[config.mk]
export PLATFORM = sky130hd
export DESIGN_NAME = scsr_regs
export DESIGN_NICKNAME = d
export VERILOG_FILES = /design/src/scsr_pkg.sv /design/src/scsr_regs.sv /design/src/scsr_tick_counter.sv /design/src/scsr_reset_seq.sv
export SDC_FILE = /design/constraint.sdc
export NUM_CORES = 1
export LEC_CHECK = 0
export ABC_AREA = 1
export BUFFER_PORTS_ARGS = -buffer_cell sky130_fd_sc_hd__buf_2
export CORE_MARGIN = 4
export CORE_UTILIZATION = 45
export CTS_CLUSTER_SIZE = 12
export DETAILED_ROUTE_END_ITERATION = 7
export MAX_ROUTING_LAYER = met4
export PLACE_DENSITY = 0.73
export SYNTH_ARGS = -nofsm -noshare
export SYNTH_HDL_FRONTEND = slang
export SYNTH_HIERARCHICAL = 1
export SYNTH_SLANG_ARGS = --single-unit
[constraint.sdc]
create_clock -name sys_clk -period 1.4 [get_ports sys_clk]
set_input_delay 0.21 -clock sys_clk [delete_from_list [all_inputs] [get_ports sys_clk]]
set_output_delay 0.21 -clock sys_clk [all_outputs]
set_load 0.01 [all_outputs]
[src/scsr_pkg.sv]
package scsr_pkg;
  // Register addresses on the five-bit register address field
  localparam logic [4:0] ADDR_DEVICE_CONTROL = 5'h0e;
  localparam logic [4:0] ADDR_TEMPERATURE_VALUE = 5'h0f;
  localparam logic [4:0] ADDR_DEVICE_STATUS = 5'h10;
  localparam logic [4:0] ADDR_TICK_COUNTER = 5'h11;
  // Control register field positions
  localparam int CTL_RESET_SEQ_UPPER = 7;
  localparam int CTL_RESET_SEQ_LOWER = 6;
  localparam int CTL_CLEAR_ERROR = 5;
  localparam int CTL_RESERVED = 4;
  localparam int CTL_FILTER_BYPASS = 3;
  localparam int CTL_Y_INVERSION = 2;
  localparam int CTL_SELF_TEST_DIRECTION = 1;
  localparam int CTL_SELF_TEST_ENABLE = 0;
  // Bits that may read back as one
  localparam logic [7:0] CTL_READ_MASK = 8'h0f;
  localparam logic [7:0] CTL_RESET_VALUE = 8'h00;
  // Status register field positions
  localparam int STAT_INTERNAL_DATA_ERROR = 7;
  localparam int STAT_OSCILLATOR_FAULT = 6;
  localparam int STAT_INIT_IN_PROGRESS = 5;
  localparam int STAT_TEMPERATURE_FAULT = 4;
  localparam int STAT_FILTER_PRESENT = 3;
  localparam int STAT_OFFSET_Y = 2;
  localparam int STAT_OFFSET_X = 1;
  localparam int STAT_DEVICE_RESET_FLAG = 0;
  // Init and reset flags are up after any reset
  localparam logic [7:0] STAT_RESET_VALUE = 8'h21;
  // Timing
  localparam int CLK_HZ = 25_000_000;
  localparam int OSC_HZ = 4_000_000;
  localparam int PRESCALE_DIV = 32;
  localparam int TICK_NS = 8_000;
  // Tick period in system clocks, rounded down; 200 at 25 MHz
  localparam int TICK_CYCLES = (TICK_NS * (CLK_HZ / 1_000_000)) / 1_000;
  localparam int OFFSET_BLANK_MS = 1_500;
  localparam longint OFFSET_BLANK_CYCLES = longint'(OFFSET_BLANK_MS) * longint'(CLK_HZ) / 1_000;
  // Reset sequence tracker
  typedef enum logic [1:0]
  {
    SCSR_SEQ_IDLE = 2'b00,
    SCSR_SEQ_STEP1 = 2'b01,
    SCSR_SEQ_STEP2 = 2'b10
  } scsr_seq_e;
endpackage

[src/scsr_regs.sv]
`timescale 1ns/10ps
// Function
// - Reserved and sequence bits read zero
// - Three ordered writes reset digital logic
// - Other bits ignored; zero bits abort
// - Control reads zero after any reset
// - Clear-error clears transients, reads zero
// - Data held off until error cleared
// - Reset flag clears only after init
// - Bypass removes and freezes the filter
// - Self-test both axes, direction, cleared
// - Self-test state in every result
// - Direction polarity, Y inversion in self-test
// - Offset correction ignores Y inversion
// - Temperature read-only signed, rises with heat
// - Data error set by parity, sticky
// - Oscillator fault forces data output high while selected, not in test mode
// - Init flag from reset until done
// - Temperature fault cleared when gone
// - Filter-present status follows bypass and self-test
// - Offset flags, blanked after reset
// - Reset flag set by init, cleared
// - Free 8-bit counter every 8 us
// - Only control register accepts writes
module scsr_regs
  import scsr_pkg::*;
#(
  parameter longint OFFSET_BLANK = OFFSET_BLANK_CYCLES
)
(
  input wire logic sys_clk,
  input wire logic resetn,
  input wire logic reg_write,
  input wire logic reg_read,
  input wire logic [4:0] reg_addr,
  input wire logic [7:0] reg_wdata,
  output logic [7:0] reg_rdata,
  output logic reg_request_error,
  input wire logic init_done,
  input wire logic test_mode,
  input wire logic parity_fault,
  input wire logic fuse_parity_fault,
  input wire logic marginal_fuse,
  input wire logic osc_mismatch,
  input wire logic temp_limit,
  input wire logic offset_limit_x,
  input wire logic offset_limit_y,
  input wire logic [7:0] temp_sample,
  input wire logic chip_select_n,
  output logic osc_force_dout_high,
  output logic filter_bypass,
  output logic filter_freeze,
  output logic self_test_enable,
  output logic self_test_direction,
  output logic y_invert_active,
  output logic accel_data_allowed,
  output logic soft_reset
);
  import scsr_pkg::*;

  logic [7:0] ctl_reg;
  logic [7:0] ctl_next;
  logic [7:0] stat_reg;
  logic [7:0] stat_next;
  logic [7:0] rdata_reg;
  logic [7:0] rdata_next;
  logic err_reg;
  logic err_next;
  logic fuse_bad_reg;
  logic fuse_bad_next;
  logic [31:0] blank_reg;
  logic [31:0] blank_next;
  logic [7:0] temp_reg;
  logic [7:0] temp_next;
  logic [1:0] osc_sync_reg;
  logic [1:0] osc_sync_next;
  logic ctl_write;
  logic clear_err;
  logic blanking;
  logic [7:0] count_value;
  logic [7:0] stat_view;

  ////////////////////////////////////////////////////////////////
  // Helpers shared by several processes

  // Only one address takes writes; everything else is refused
  function automatic logic is_ctl_addr(input logic [4:0] addr);
    return (addr == ADDR_DEVICE_CONTROL);
  endfunction

  // Control bits that can ever be kept or seen
  function automatic logic [7:0] ctl_visible(input logic [7:0] data);
    return data & CTL_READ_MASK;
  endfunction

  // Filter leaves the chain for bypass and for self-test alike
  function automatic logic filter_out(input logic [7:0] ctl);
    return ctl[CTL_FILTER_BYPASS] | ctl[CTL_SELF_TEST_ENABLE];
  endfunction

  // Flags that arm the error latch; init and reset flags do not
  function automatic logic error_flags(input logic [7:0] stat);
    return stat[STAT_INTERNAL_DATA_ERROR] | stat[STAT_OSCILLATOR_FAULT] | stat[STAT_TEMPERATURE_FAULT]
      | stat[STAT_OFFSET_Y] | stat[STAT_OFFSET_X];
  endfunction

  ////////////////////////////////////////////////////////////////
  // Write decode
  // writes only to control
  assign ctl_write = reg_write && is_ctl_addr(reg_addr);
  // Combinational so the framing can answer within the same frame
  assign reg_request_error = reg_write && !is_ctl_addr(reg_addr);
  assign clear_err = ctl_write && reg_wdata[CTL_CLEAR_ERROR];
  // Offset faults are ignored while blanking runs
  assign blanking = (blank_reg != 32'h0000_0000);

  // Tracker sees the raw sequence bits of every control write
  scsr_reset_seq u_reset_seq
  (
    .sys_clk(sys_clk),
    .resetn(resetn),
    .ctl_write(ctl_write),
    .seq_upper(reg_wdata[CTL_RESET_SEQ_UPPER]),
    .seq_lower(reg_wdata[CTL_RESET_SEQ_LOWER]),
    .soft_reset(soft_reset)
  );

  scsr_tick_counter u_tick_counter
  (
    .sys_clk(sys_clk),
    .resetn(resetn),
    .soft_reset(soft_reset),
    .count_value(count_value)
  );

  ////////////////////////////////////////////////////////////////
  // Control register: only bypass, inversion and self-test bits are kept
  always_comb
  begin
    ctl_next = ctl_reg;
    if (soft_reset)
      ctl_next = CTL_RESET_VALUE;
    else if (ctl_write)
      ctl_next = ctl_visible(reg_wdata);
  end

  ////////////////////////////////////////////////////////////////
  // Status flags; set terms are ORed last so an event beats a clear
  always_comb
  begin
    stat_next = stat_reg;
    // Fuse-array parity damage is remembered for good
    fuse_bad_next = fuse_bad_reg | fuse_parity_fault;
    // Offset blanking counts down, then rests at zero
    blank_next = blanking ? blank_reg - 32'h0000_0001 : blank_reg;
    if (soft_reset)
    begin
      // Fuse-array parity damage survives the soft reset
      stat_next = 8'h00;
      stat_next[STAT_INTERNAL_DATA_ERROR] = fuse_bad_reg && !test_mode;
      stat_next[STAT_DEVICE_RESET_FLAG] = 1'b1;
      stat_next[STAT_INIT_IN_PROGRESS] = 1'b1;
      blank_next = 32'(OFFSET_BLANK);
    end
    else
    begin
      if (init_done)
        stat_next[STAT_INIT_IN_PROGRESS] = 1'b0;
      if (clear_err && !stat_reg[STAT_INIT_IN_PROGRESS])
        stat_next[STAT_DEVICE_RESET_FLAG] = 1'b0;
      if (clear_err && !temp_limit)
        stat_next[STAT_TEMPERATURE_FAULT] = 1'b0;
      if (clear_err)
      begin
        stat_next[STAT_OFFSET_X] = 1'b0;
        stat_next[STAT_OFFSET_Y] = 1'b0;
      end
      // clear only once the clocks agree
      if (clear_err && !osc_sync_reg[1])
        stat_next[STAT_OSCILLATOR_FAULT] = 1'b0;
      if (!test_mode && (parity_fault || fuse_parity_fault || marginal_fuse || fuse_bad_reg))
        stat_next[STAT_INTERNAL_DATA_ERROR] = 1'b1;
      if (osc_sync_reg[1])
        stat_next[STAT_OSCILLATOR_FAULT] = 1'b1;
      if (temp_limit)
        stat_next[STAT_TEMPERATURE_FAULT] = 1'b1;
      if (!blanking && offset_limit_x)
        stat_next[STAT_OFFSET_X] = 1'b1;
      if (!blanking && offset_limit_y)
        stat_next[STAT_OFFSET_Y] = 1'b1;
    end
  end

  ////////////////////////////////////////////////////////////////
  // Error latch gating acceleration data
  always_comb
  begin
    err_next = err_reg;
    if (soft_reset || clear_err)
      err_next = 1'b0;
    // hold off data
    // Judged on the flags as they stand after this cycle's clear;
    // the old flags would re-arm the latch and need a second clear
    if (!soft_reset && error_flags(stat_next))
      err_next = 1'b1;
  end

  ////////////////////////////////////////////////////////////////
  // Oscillator compare result comes from another domain: two stages
  assign osc_sync_next = {osc_sync_reg[0], osc_mismatch};
  assign temp_next = temp_sample;

  // Live filter-present bit folded into the status view
  always_comb
  begin
    stat_view = stat_reg;
    stat_view[STAT_FILTER_PRESENT] = !filter_out(ctl_reg);
  end

  // Read data mux, registered
  always_comb
  begin
    // Read data holds between reads
    rdata_next = rdata_reg;
    if (reg_read)
    begin
      unique case (reg_addr)
        ADDR_DEVICE_CONTROL: rdata_next = ctl_visible(ctl_reg);
        ADDR_TEMPERATURE_VALUE: rdata_next = temp_reg;
        ADDR_DEVICE_STATUS: rdata_next = stat_view;
        ADDR_TICK_COUNTER: rdata_next = count_value;
        // Unmapped addresses read zero
        default: rdata_next = 8'h00;
      endcase
    end
  end

  always_ff @(posedge sys_clk or negedge resetn)
  begin
    if (!resetn)
    begin
      ctl_reg <= CTL_RESET_VALUE;
      // Power-up looks like a finished soft reset: init running
      stat_reg <= STAT_RESET_VALUE;
      rdata_reg <= 8'h00;
      err_reg <= 1'b0;
      fuse_bad_reg <= 1'b0;
      blank_reg <= 32'(OFFSET_BLANK);
      temp_reg <= 8'h00;
      osc_sync_reg <= 2'b00;
    end
    else
    begin
      ctl_reg <= ctl_next;
      stat_reg <= stat_next;
      rdata_reg <= rdata_next;
      err_reg <= err_next;
      fuse_bad_reg <= fuse_bad_next;
      blank_reg <= blank_next;
      temp_reg <= temp_next;
      osc_sync_reg <= osc_sync_next;
    end
  end

  ////////////////////////////////////////////////////////////////
  // Outputs to the datapath
  assign reg_rdata = rdata_reg;
  assign filter_bypass = filter_out(ctl_reg);
  assign filter_freeze = filter_bypass;
  assign self_test_enable = ctl_reg[CTL_SELF_TEST_ENABLE];
  assign self_test_direction = ctl_reg[CTL_SELF_TEST_DIRECTION];
  // inversion only in self-test; offset path untouched
  assign y_invert_active = ctl_reg[CTL_Y_INVERSION] & ctl_reg[CTL_SELF_TEST_ENABLE];
  // data released after clear
  // Init keeps data back as well, giving a no-data answer
  assign accel_data_allowed = !err_reg && !stat_reg[STAT_INIT_IN_PROGRESS];
  // Limitation: chip select is taken as already synchronised
  // force output high
  assign osc_force_dout_high = stat_reg[STAT_OSCILLATOR_FAULT] && !test_mode && !chip_select_n;
endmodule

[src/scsr_tick_counter.sv]
`timescale 1ns/10ps
module scsr_tick_counter
  import scsr_pkg::*;
(
  input wire logic sys_clk,
  input wire logic resetn,
  input wire logic soft_reset,
  output logic [7:0] count_value
);
  import scsr_pkg::*;

  logic [7:0] pre_reg;
  logic [7:0] pre_next;
  logic [7:0] count_reg;
  logic [7:0] count_next;

  ////////////////////////////////////////////////////////////////
  // Prescaler stands in for the divide-by-32 of a 4 MHz oscillator
  always_comb
  begin
    pre_next = pre_reg;
    count_next = count_reg;
    if (soft_reset)
    begin
      pre_next = 8'h00;
      count_next = 8'h00;
    end
    else if (pre_reg == 8'(TICK_CYCLES - 1))
    begin
      pre_next = 8'h00;
      count_next = count_reg + 8'h01;
    end
    else
    begin
      pre_next = pre_reg + 8'h01;
    end
  end

  always_ff @(posedge sys_clk or negedge resetn)
  begin
    if (!resetn)
    begin
      pre_reg <= 8'h00;
      count_reg <= 8'h00;
    end
    else
    begin
      pre_reg <= pre_next;
      count_reg <= count_next;
    end
  end

  assign count_value = count_reg;
endmodule

[src/scsr_reset_seq.sv]
`timescale 1ns/10ps
module scsr_reset_seq
  import scsr_pkg::*;
(
  input wire logic sys_clk,
  input wire logic resetn,
  input wire logic ctl_write,
  input wire logic seq_upper,
  input wire logic seq_lower,
  output logic soft_reset
);
  import scsr_pkg::*;

  scsr_seq_e state_reg;
  scsr_seq_e state_next;
  logic fire_reg;
  logic fire_next;

  ////////////////////////////////////////////////////////////////
  // Tracks only the two sequence bits; other bits never matter
  always_comb
  begin
    state_next = state_reg;
    fire_next = 1'b0;
    if (ctl_write)
    begin
      unique case (state_reg)
        SCSR_SEQ_IDLE:
        begin
          if (seq_upper && !seq_lower)
            state_next = SCSR_SEQ_STEP1;
        end
        SCSR_SEQ_STEP1:
        begin
          if (seq_upper && seq_lower)
            state_next = SCSR_SEQ_STEP2;
          else if (!seq_upper && !seq_lower)
            state_next = SCSR_SEQ_IDLE;
        end
        SCSR_SEQ_STEP2:
        begin
          if (!seq_upper && seq_lower)
          begin
            state_next = SCSR_SEQ_IDLE;
            fire_next = 1'b1;
          end
          else if (!seq_upper && !seq_lower)
            state_next = SCSR_SEQ_IDLE;
        end
        default:
          state_next = SCSR_SEQ_IDLE;
      endcase
    end
  end

  always_ff @(posedge sys_clk or negedge resetn)
  begin
    if (!resetn)
    begin
      state_reg <= SCSR_SEQ_IDLE;
      fire_reg <= 1'b0;
    end
    else
    begin
      state_reg <= state_next;
      fire_reg <= fire_next;
    end
  end

  assign soft_reset = fire_reg;
endmodule

==> results.py, run 1 <==
metrics = {
    "cts": {
        "clk_latency_ps": 370,
        "cts_buffers": 9,
        "cts-root-buf": "clkbuf_8",
        "numClockSinks": 82,
        "path_clk_slew_ps": 90,
        "cts_max_level": 3,
        "clockBufferDepth": 2,
        "cts_tree": "yes",
    },
    "floorplanning": {
        "initial_core_util": 0.465,
        "die_h_um": 106,
        "dieArea_um2": 11300,
        "io_pins": 52,
        "die_w_um": 106,
        "core_area_um2": 9330,
        "row_count": 35,
    },
    "job": {
        "cap_violations": 0,
    },
    "critical_path": {
        "start_kind": "register",
        "crit_buf_inv": 2,
        "cp_cell_sequence": "nor2_2 > nand2_2 > nor2_4 > nand2_4 > nor2_8 > nand2_8 > buf_4 > nand2_1 > inv_1",
        "cp_max_fo": 9,
        "end_kind": "register",
        "crit_arrival_ps": 1850,
        "max_stage_delay_ps": 440,
        "crit_path_top_delay_cell": "dfrtp_1",
        "required_ps": 1710,
        "critical_path_class": "reg -> reg",
        "crit_family": "simple AND/OR/NAND/NOR gates",
    },
    "grt": {
        "antenna_found_initial": 0,
        "grt_pass1_vias": 4093,
        "grt-ovfl-total": 0,
        "grt_pass1_wl_mm": 18.6,
        "grt_usage": 0.211,
        "grt_max_degree": 32,
    },
    "drt": {
        "met1_length_mm": 4.78,
        "vias": 4066,
        "wl_met3_um": 578,
        "routed_wl_mm": 11.5,
        "highest_layer": "met4",
        "wl_per_cell_um": 14.0,
        "ant_nets": 0,
        "drcViolationCount": 0,
        "vias_per_cell": 4.96,
        "route.met2.wl_mm": 5.96,
        "drt-pass1-iter-count": 4,
        "initialDrtViolationCount": 221,
    },
    "cells_and_area": {
        "final_common_cell": "nand2_1",
        "syn_to_final_growth_pct": 35.2,
        "nNetsFinal": 724,
        "final_area_um2": 5860,
        "final_cell_mix": "130 x nand2_1, 70 x buf_4, 67 x dfrtp_1",
        "utilization": 0.628,
        "insertedDiodeCount": 0,
        "largest_reg_flops": 32,
        "drive_above_1_share": 0.354,
    },
    "timing": {
        "period_needed_ps": 1550,
        "timing.final.ws_setup_ps": -147,
        "drv_slew": 0,
        "post-route-period-util": 1.10,
        "rsz0062_at_grt": "yes",
        "finalSetupViolations": 35,
        "fmax_mhz": 647,
        "clock_skew_ps": 12.1,
        "hold_viol_final": 0,
        "tightestPinTransition_ps": 918,
        "max_slew_margin": 0.383,
        "hold-worst-slack_ps": 44.1,
    },
    "synth": {
        "yosysWarnings": 6,
        "syn_area_um2": 4340,
        "synth_cell_types": 42,
        "synthCells": 550,
        "synth_seq_cells": 82,
        "ys_async_sr_fraction": 1.00,
        "synth-edff-count": 0,
        "avgSynthCellArea_um2": 7.88,
        "syn-num-nets": 589,
        "synth_flop_cell": "dfrtp_1",
        "synth-seq-area-share": 0.477,
    },
    "placement": {
        "place.port_buffers": 50,
        "hpwl_mm": 8.08,
        "placed_cell_area_um2": 5140,
        "gp_congestion": 0.929,
    },
    "power": {
        "ir_drop_mv": 1.03,
        "p_leak_nw": 2.95,
        "power_density_nw_per_um2": 1590,
    },
    "status": {
        "violations": "setup timing",
        "outcome": "finished with violations",
    },
    "worst_hold_path": {
        "holdCritPathClass": "in -> reg",
    },
}
-- worst paths after layout --
kind / startpoint / to / slack [ps] / depth (start not counted)
worst max-delay path: blank_reg[17]$_DFFE_PN0P_ / blank_reg[21]$_DFFE_PN1P_ / -150 / 9
worst min-delay path: reg_wdata[7] / u_reset_seq/soft_reset$_DFF_PN0_ / 40 / 2
worst max register to register: blank_reg[17]$_DFFE_PN0P_ / blank_reg[21]$_DFFE_PN1P_ / -150 / 9
worst min register to register: osc_sync_reg[0]$_DFF_PN0_ / osc_sync_reg[1]$_DFF_PN0_ / 360 / 0
max in group asynchronous: resetn / blank_reg[5]$_DFFE_PN1P_ / 510 / 3
min in group asynchronous: resetn / stat_reg[4]$_DFF_PN0_ / 330 / 2
-- layout make-up --
cell class                 instances  area [µm²]
timing repair buffer             132         912
clock inverter                     5        86.3
inverter                          64         260
timing repair inverter             1        8.76
clock buffer                      11         141
fill                             799        3470
multi-input combinational        395        2220
sequential                        82        2070
tap                              129         161
-- report_power, final --
| group | switching [mW] | total, mW | internal [mW] |
|---|---|---|---|
| logic | 1.94 | 3.74 | 1.79 |
| clock network | 0.880 | 1.95 | 1.07 |
| registers | 0.568 | 3.61 | 3.04 |
-- through the flow --
| step | setup slack, ps | std cells | TNS (ps) | total power, mW |
|---|---|---|---|---|
| 3_3_place_gp | -157 | 776 | -4010 | 6.35 |
| 4_1_cts | -100 | 807 | -1840 | 8.73 |
| 2_1_floorplan | 4.53 | 550 | 0 | 5.15 |
| 3_5_place_dp | -205 | 776 | -4150 | 6.48 |
| 5_1_grt | -208 | 819 | -5360 | 9.93 |
| 6_report | -147 | 819 | -3520 | 9.29 |
-- metal layers --
| layer | track usage | up-vias |
|---|---|---|
| met5 | - | - |
| met4 | 0.0500 | 0 |
| met3 | 0.0522 | 14 |
| met2 | 0.365 | 105 |
| met1 | 0.249 | 1920 |
| li1 | - | 2027 |
-- logic make-up (layout without fill, tap and decap cells) --
| family | count (synthesis) | count (layout) | share of synthesized area |
|---|---|---|---|
| buffers and inverters | 73 | 213 | 0.0681 |
| multiplexers | 4 | 4 | 0.0104 |
| XOR/XNOR | 17 | 17 | 0.0343 |
| flip-flops | 82 | 82 | 0.477 |
| AND/OR/NAND/NOR | 333 | 333 | 0.346 |
| AO/OA/AOI/OAI | 37 | 37 | 0.0528 |
| adder cells (fa/ha/maj) | 4 | 4 | 0.0115 |
-- what timing repair did --
action                     CTS  global route
pin swaps                    6            20
setup endpoints to repair   35            48
gates resized for setup     23            51
hold endpoints to repair    28             0
cloned                       1             0
hold buffers                11             0
buffers inserted             3            12
-- cells in the mapped netlist (2+ instances only) --
master	number	area share
nor2_2	8	0.012
a31oi_1	4	0.0058
a21oi_1	6	0.0069
nand3_1	37	0.043
or2_2	6	0.0087
nor2_8	2	0.0092
nand4_1	11	0.016
mux2_2	4	0.010
ha_1	4	0.012
dfstp_2	12	0.073
buf_2	2	0.0023
dfrtp_1	70	0.40
nor3_1	18	0.021
clkbuf_1	5	0.0043
nor4_1	4	0.0058
nand2_4	2	0.0052
nand2_1	141	0.12
inv_2	2	0.0017
xor2_1	16	0.032
nand2_2	6	0.0087
o2111ai_1	4	0.0081
o21ai_0	18	0.021
nor2_1	90	0.078
nor2_4	2	0.0052
inv_1	59	0.051
Note: power is estimated with default switching activity, not from simulation.
==> run 2, diff against run 1 <==
--- a/config.mk
+++ b/config.mk
@@ -11,8 +11,8 @@
 export CORE_UTILIZATION = 45
 export CTS_CLUSTER_SIZE = 12
 export DETAILED_ROUTE_END_ITERATION = 7
-export MAX_ROUTING_LAYER = met4
 export PLACE_DENSITY = 0.73
+export SLEW_MARGIN = 0
 export SYNTH_ARGS = -nofsm -noshare
 export SYNTH_HDL_FRONTEND = slang
 export SYNTH_HIERARCHICAL = 1
==> results.py, run 2 (synthesized netlist as in run 1, its figures left out) <==
metrics = {
    "floorplanning": {
        "core_area_um2": 9330,
        "die_w_um": 106,
        "dieArea_um2": 11300,
        "row_count": 35,
        "io_pins": 52,
        "initial_core_util": 0.465,
        "die_h_um": 106,
    },
    "grt": {
        "antenna_found_initial": 0,
        "grt_pass1_wl_mm": 19.2,
        "grt_usage": 0.213,
        "grt-ovfl-total": 0,
        "grt_max_degree": 32,
        "grt_pass1_vias": 4237,
    },
    "cts": {
        "clk_latency_ps": 370,
        "numClockSinks": 82,
        "clockBufferDepth": 2,
        "cts_max_level": 3,
        "cts_tree": "yes",
        "path_clk_slew_ps": 90,
        "cts_buffers": 9,
        "cts-root-buf": "clkbuf_8",
    },
    "timing": {
        "timing.final.ws_setup_ps": -199,
        "hold_viol_final": 0,
        "rsz0062_at_grt": "yes",
        "finalSetupViolations": 37,
        "drv_slew": 0,
        "post-route-period-util": 1.14,
        "max_slew_margin": 0.398,
        "clock_skew_ps": 13.5,
        "period_needed_ps": 1600,
        "fmax_mhz": 626,
        "tightestPinTransition_ps": 896,
    },
    "power": {
        "pwr-share-comb": 0.443,
        "power_density_nw_per_um2": 1580,
        "total_power_mw": 9.45,
        "swShare": 0.393,
        "power_frac_clock": 0.176,
        "p_leak_nw": 3.00,
        "p_seq_frac": 0.382,
        "p_int_mw": 5.73,
        "p_switching_mw": 3.72,
        "ir_drop_mv": 1.12,
    },
    "placement": {
        "gp_congestion": 0.915,
        "post-place-ws_ps": -200,
        "hpwl_mm": 7.94,
        "place.port_buffers": 50,
    },
    "cells_and_area": {
        "final_cell_mix": "123 x nand2_1, 71 x buf_4, 68 x dfrtp_1",
        "insertedDiodeCount": 0,
        "nNetsFinal": 727,
        "drive_above_1_share": 0.385,
        "final_common_cell": "nand2_1",
        "fillers": 775,
        "multiInputGateArea_um2": 2370,
        "final-seq-area_um2": 2070,
        "largest_reg_flops": 32,
        "syn_to_final_growth_pct": 38.3,
    },
    "critical_path": {
        "critical_path_class": "reg -> reg",
        "required_ps": 1700,
        "cp_max_fo": 3,
        "end_kind": "register",
        "rrSetupSlack_ps": -200,
        "crit_arrival_ps": 1900,
        "worst_r2r_path_depth": 8,
        "r2r-end": "blank_reg[25]$_DFFE_PN1P_",
        "r2r_start": "blank_reg[17]$_DFFE_PN0P_",
        "start_kind": "register",
    },
    "worst_hold_path": {
        "min_delay_path_depth": 3,
        "holdCritPathClass": "in -> reg",
        "hold_start": "fuse_parity_fault",
        "holdPathEnd": "fuse_bad_reg$_DFF_PN0_",
    },
    "drt": {
        "ant_nets": 0,
        "routed_wl_mm": 12.2,
        "drcViolationCount": 0,
        "wl_per_cell_um": 14.9,
        "vias_per_cell": 5.17,
        "vias": 4247,
        "drt-pass1-iter-count": 4,
        "initialDrtViolationCount": 275,
    },
    "status": {
        "violations": "setup timing",
        "outcome": "finished with violations",
    },
    "job": {
        "cap_violations": 0,
    },
}
[run 2: cell types whose count changed in the layout (fill, tap and decap cells not counted), sizes merged]
| cell | change |
|---|---|
| bufinv | -2 |
| nand2 | +1 |
| clkbuf | +1 |
| buf | +2 |
| clkinvlp | +1 |
[run 2: worst max path at each step]
stage                                         start                         to  slack, ps
after floorplan           blank_reg[22]$_DFFE_PN0P_   blank_reg[1]$_DFFE_PN0P_          5
after global placement                  reg_addr[3]   reg_rdata[3]$_DFFE_PN0P_       -130
after detailed placement                reg_addr[3]   reg_rdata[2]$_DFFE_PN0P_       -200
after CTS                 blank_reg[23]$_DFFE_PN0P_        err_reg$_DFFE_PN0P_        -90
after global routing      blank_reg[17]$_DFFE_PN0P_  blank_reg[25]$_DFFE_PN1P_       -310
final                     blank_reg[17]$_DFFE_PN0P_  blank_reg[25]$_DFFE_PN1P_       -200
[run 2: layer usage]
layer	GRT usage	wire length, µm
met1	0.246	4770
met2	0.371	6250
met3	0.0577	681
met4	0.0907	518
met5	0	0
[run 2: power groups by stage]
stage / Sequential (mW) / Combinational [mW] / Clock (mW)
after floorplan: 3.50 / 1.65 / 0
after global placement: 3.51 / 2.80 / 0
after detailed placement: 3.54 / 2.88 / 0
after CTS: 3.53 / 3.44 / 1.71
after global routing: 3.69 / 4.56 / 1.84
final: 3.61 / 4.18 / 1.66
[run 2: metrics by stage]
step                      utilization  hold slack [ps]  cell area, µm²  instances  setup TNS, ps
after floorplan                     -            -85.6            4350        550              0
after global placement          0.549              177            5120        773          -2790
after detailed placement        0.549              187            5120        773          -4840
after CTS                       0.610             22.6            5690        809          -1230
after global routing            0.643             17.0            5990        822          -7540
final                           0.643             32.0            5990        822          -4040
[run 2: cell type report]
type	count	area share
clock buffer	12	0.0259
clock inverter	4	0.00605
inverter	64	0.0426
multi-input combinational	396	0.395
sequential	82	0.345
tap	129	0.0269
timing repair buffer	134	0.155
timing repair inverter	1	0.00271
[run 2: what timing repair did]
action / in CTS / in global routing
pin swaps: 23 / 28
hold buffers: 11 / 0
cloned: 1 / 1
endpoints found under the setup margin: 35 / 48
endpoints found under the hold margin: 28 / 0
gates resized for setup: 52 / 56
setup buffers: 8 / 13
[run 2: worst max-delay path, stage by stage (launching register included)]
cell,delay [ps]
dfrtp_1,420
buf_4,160
nor2_4,120
nand2_1,110
nor2_1,160
nand2_1,110
nor2_1,180
nand2_1,90
a31oi_1,170
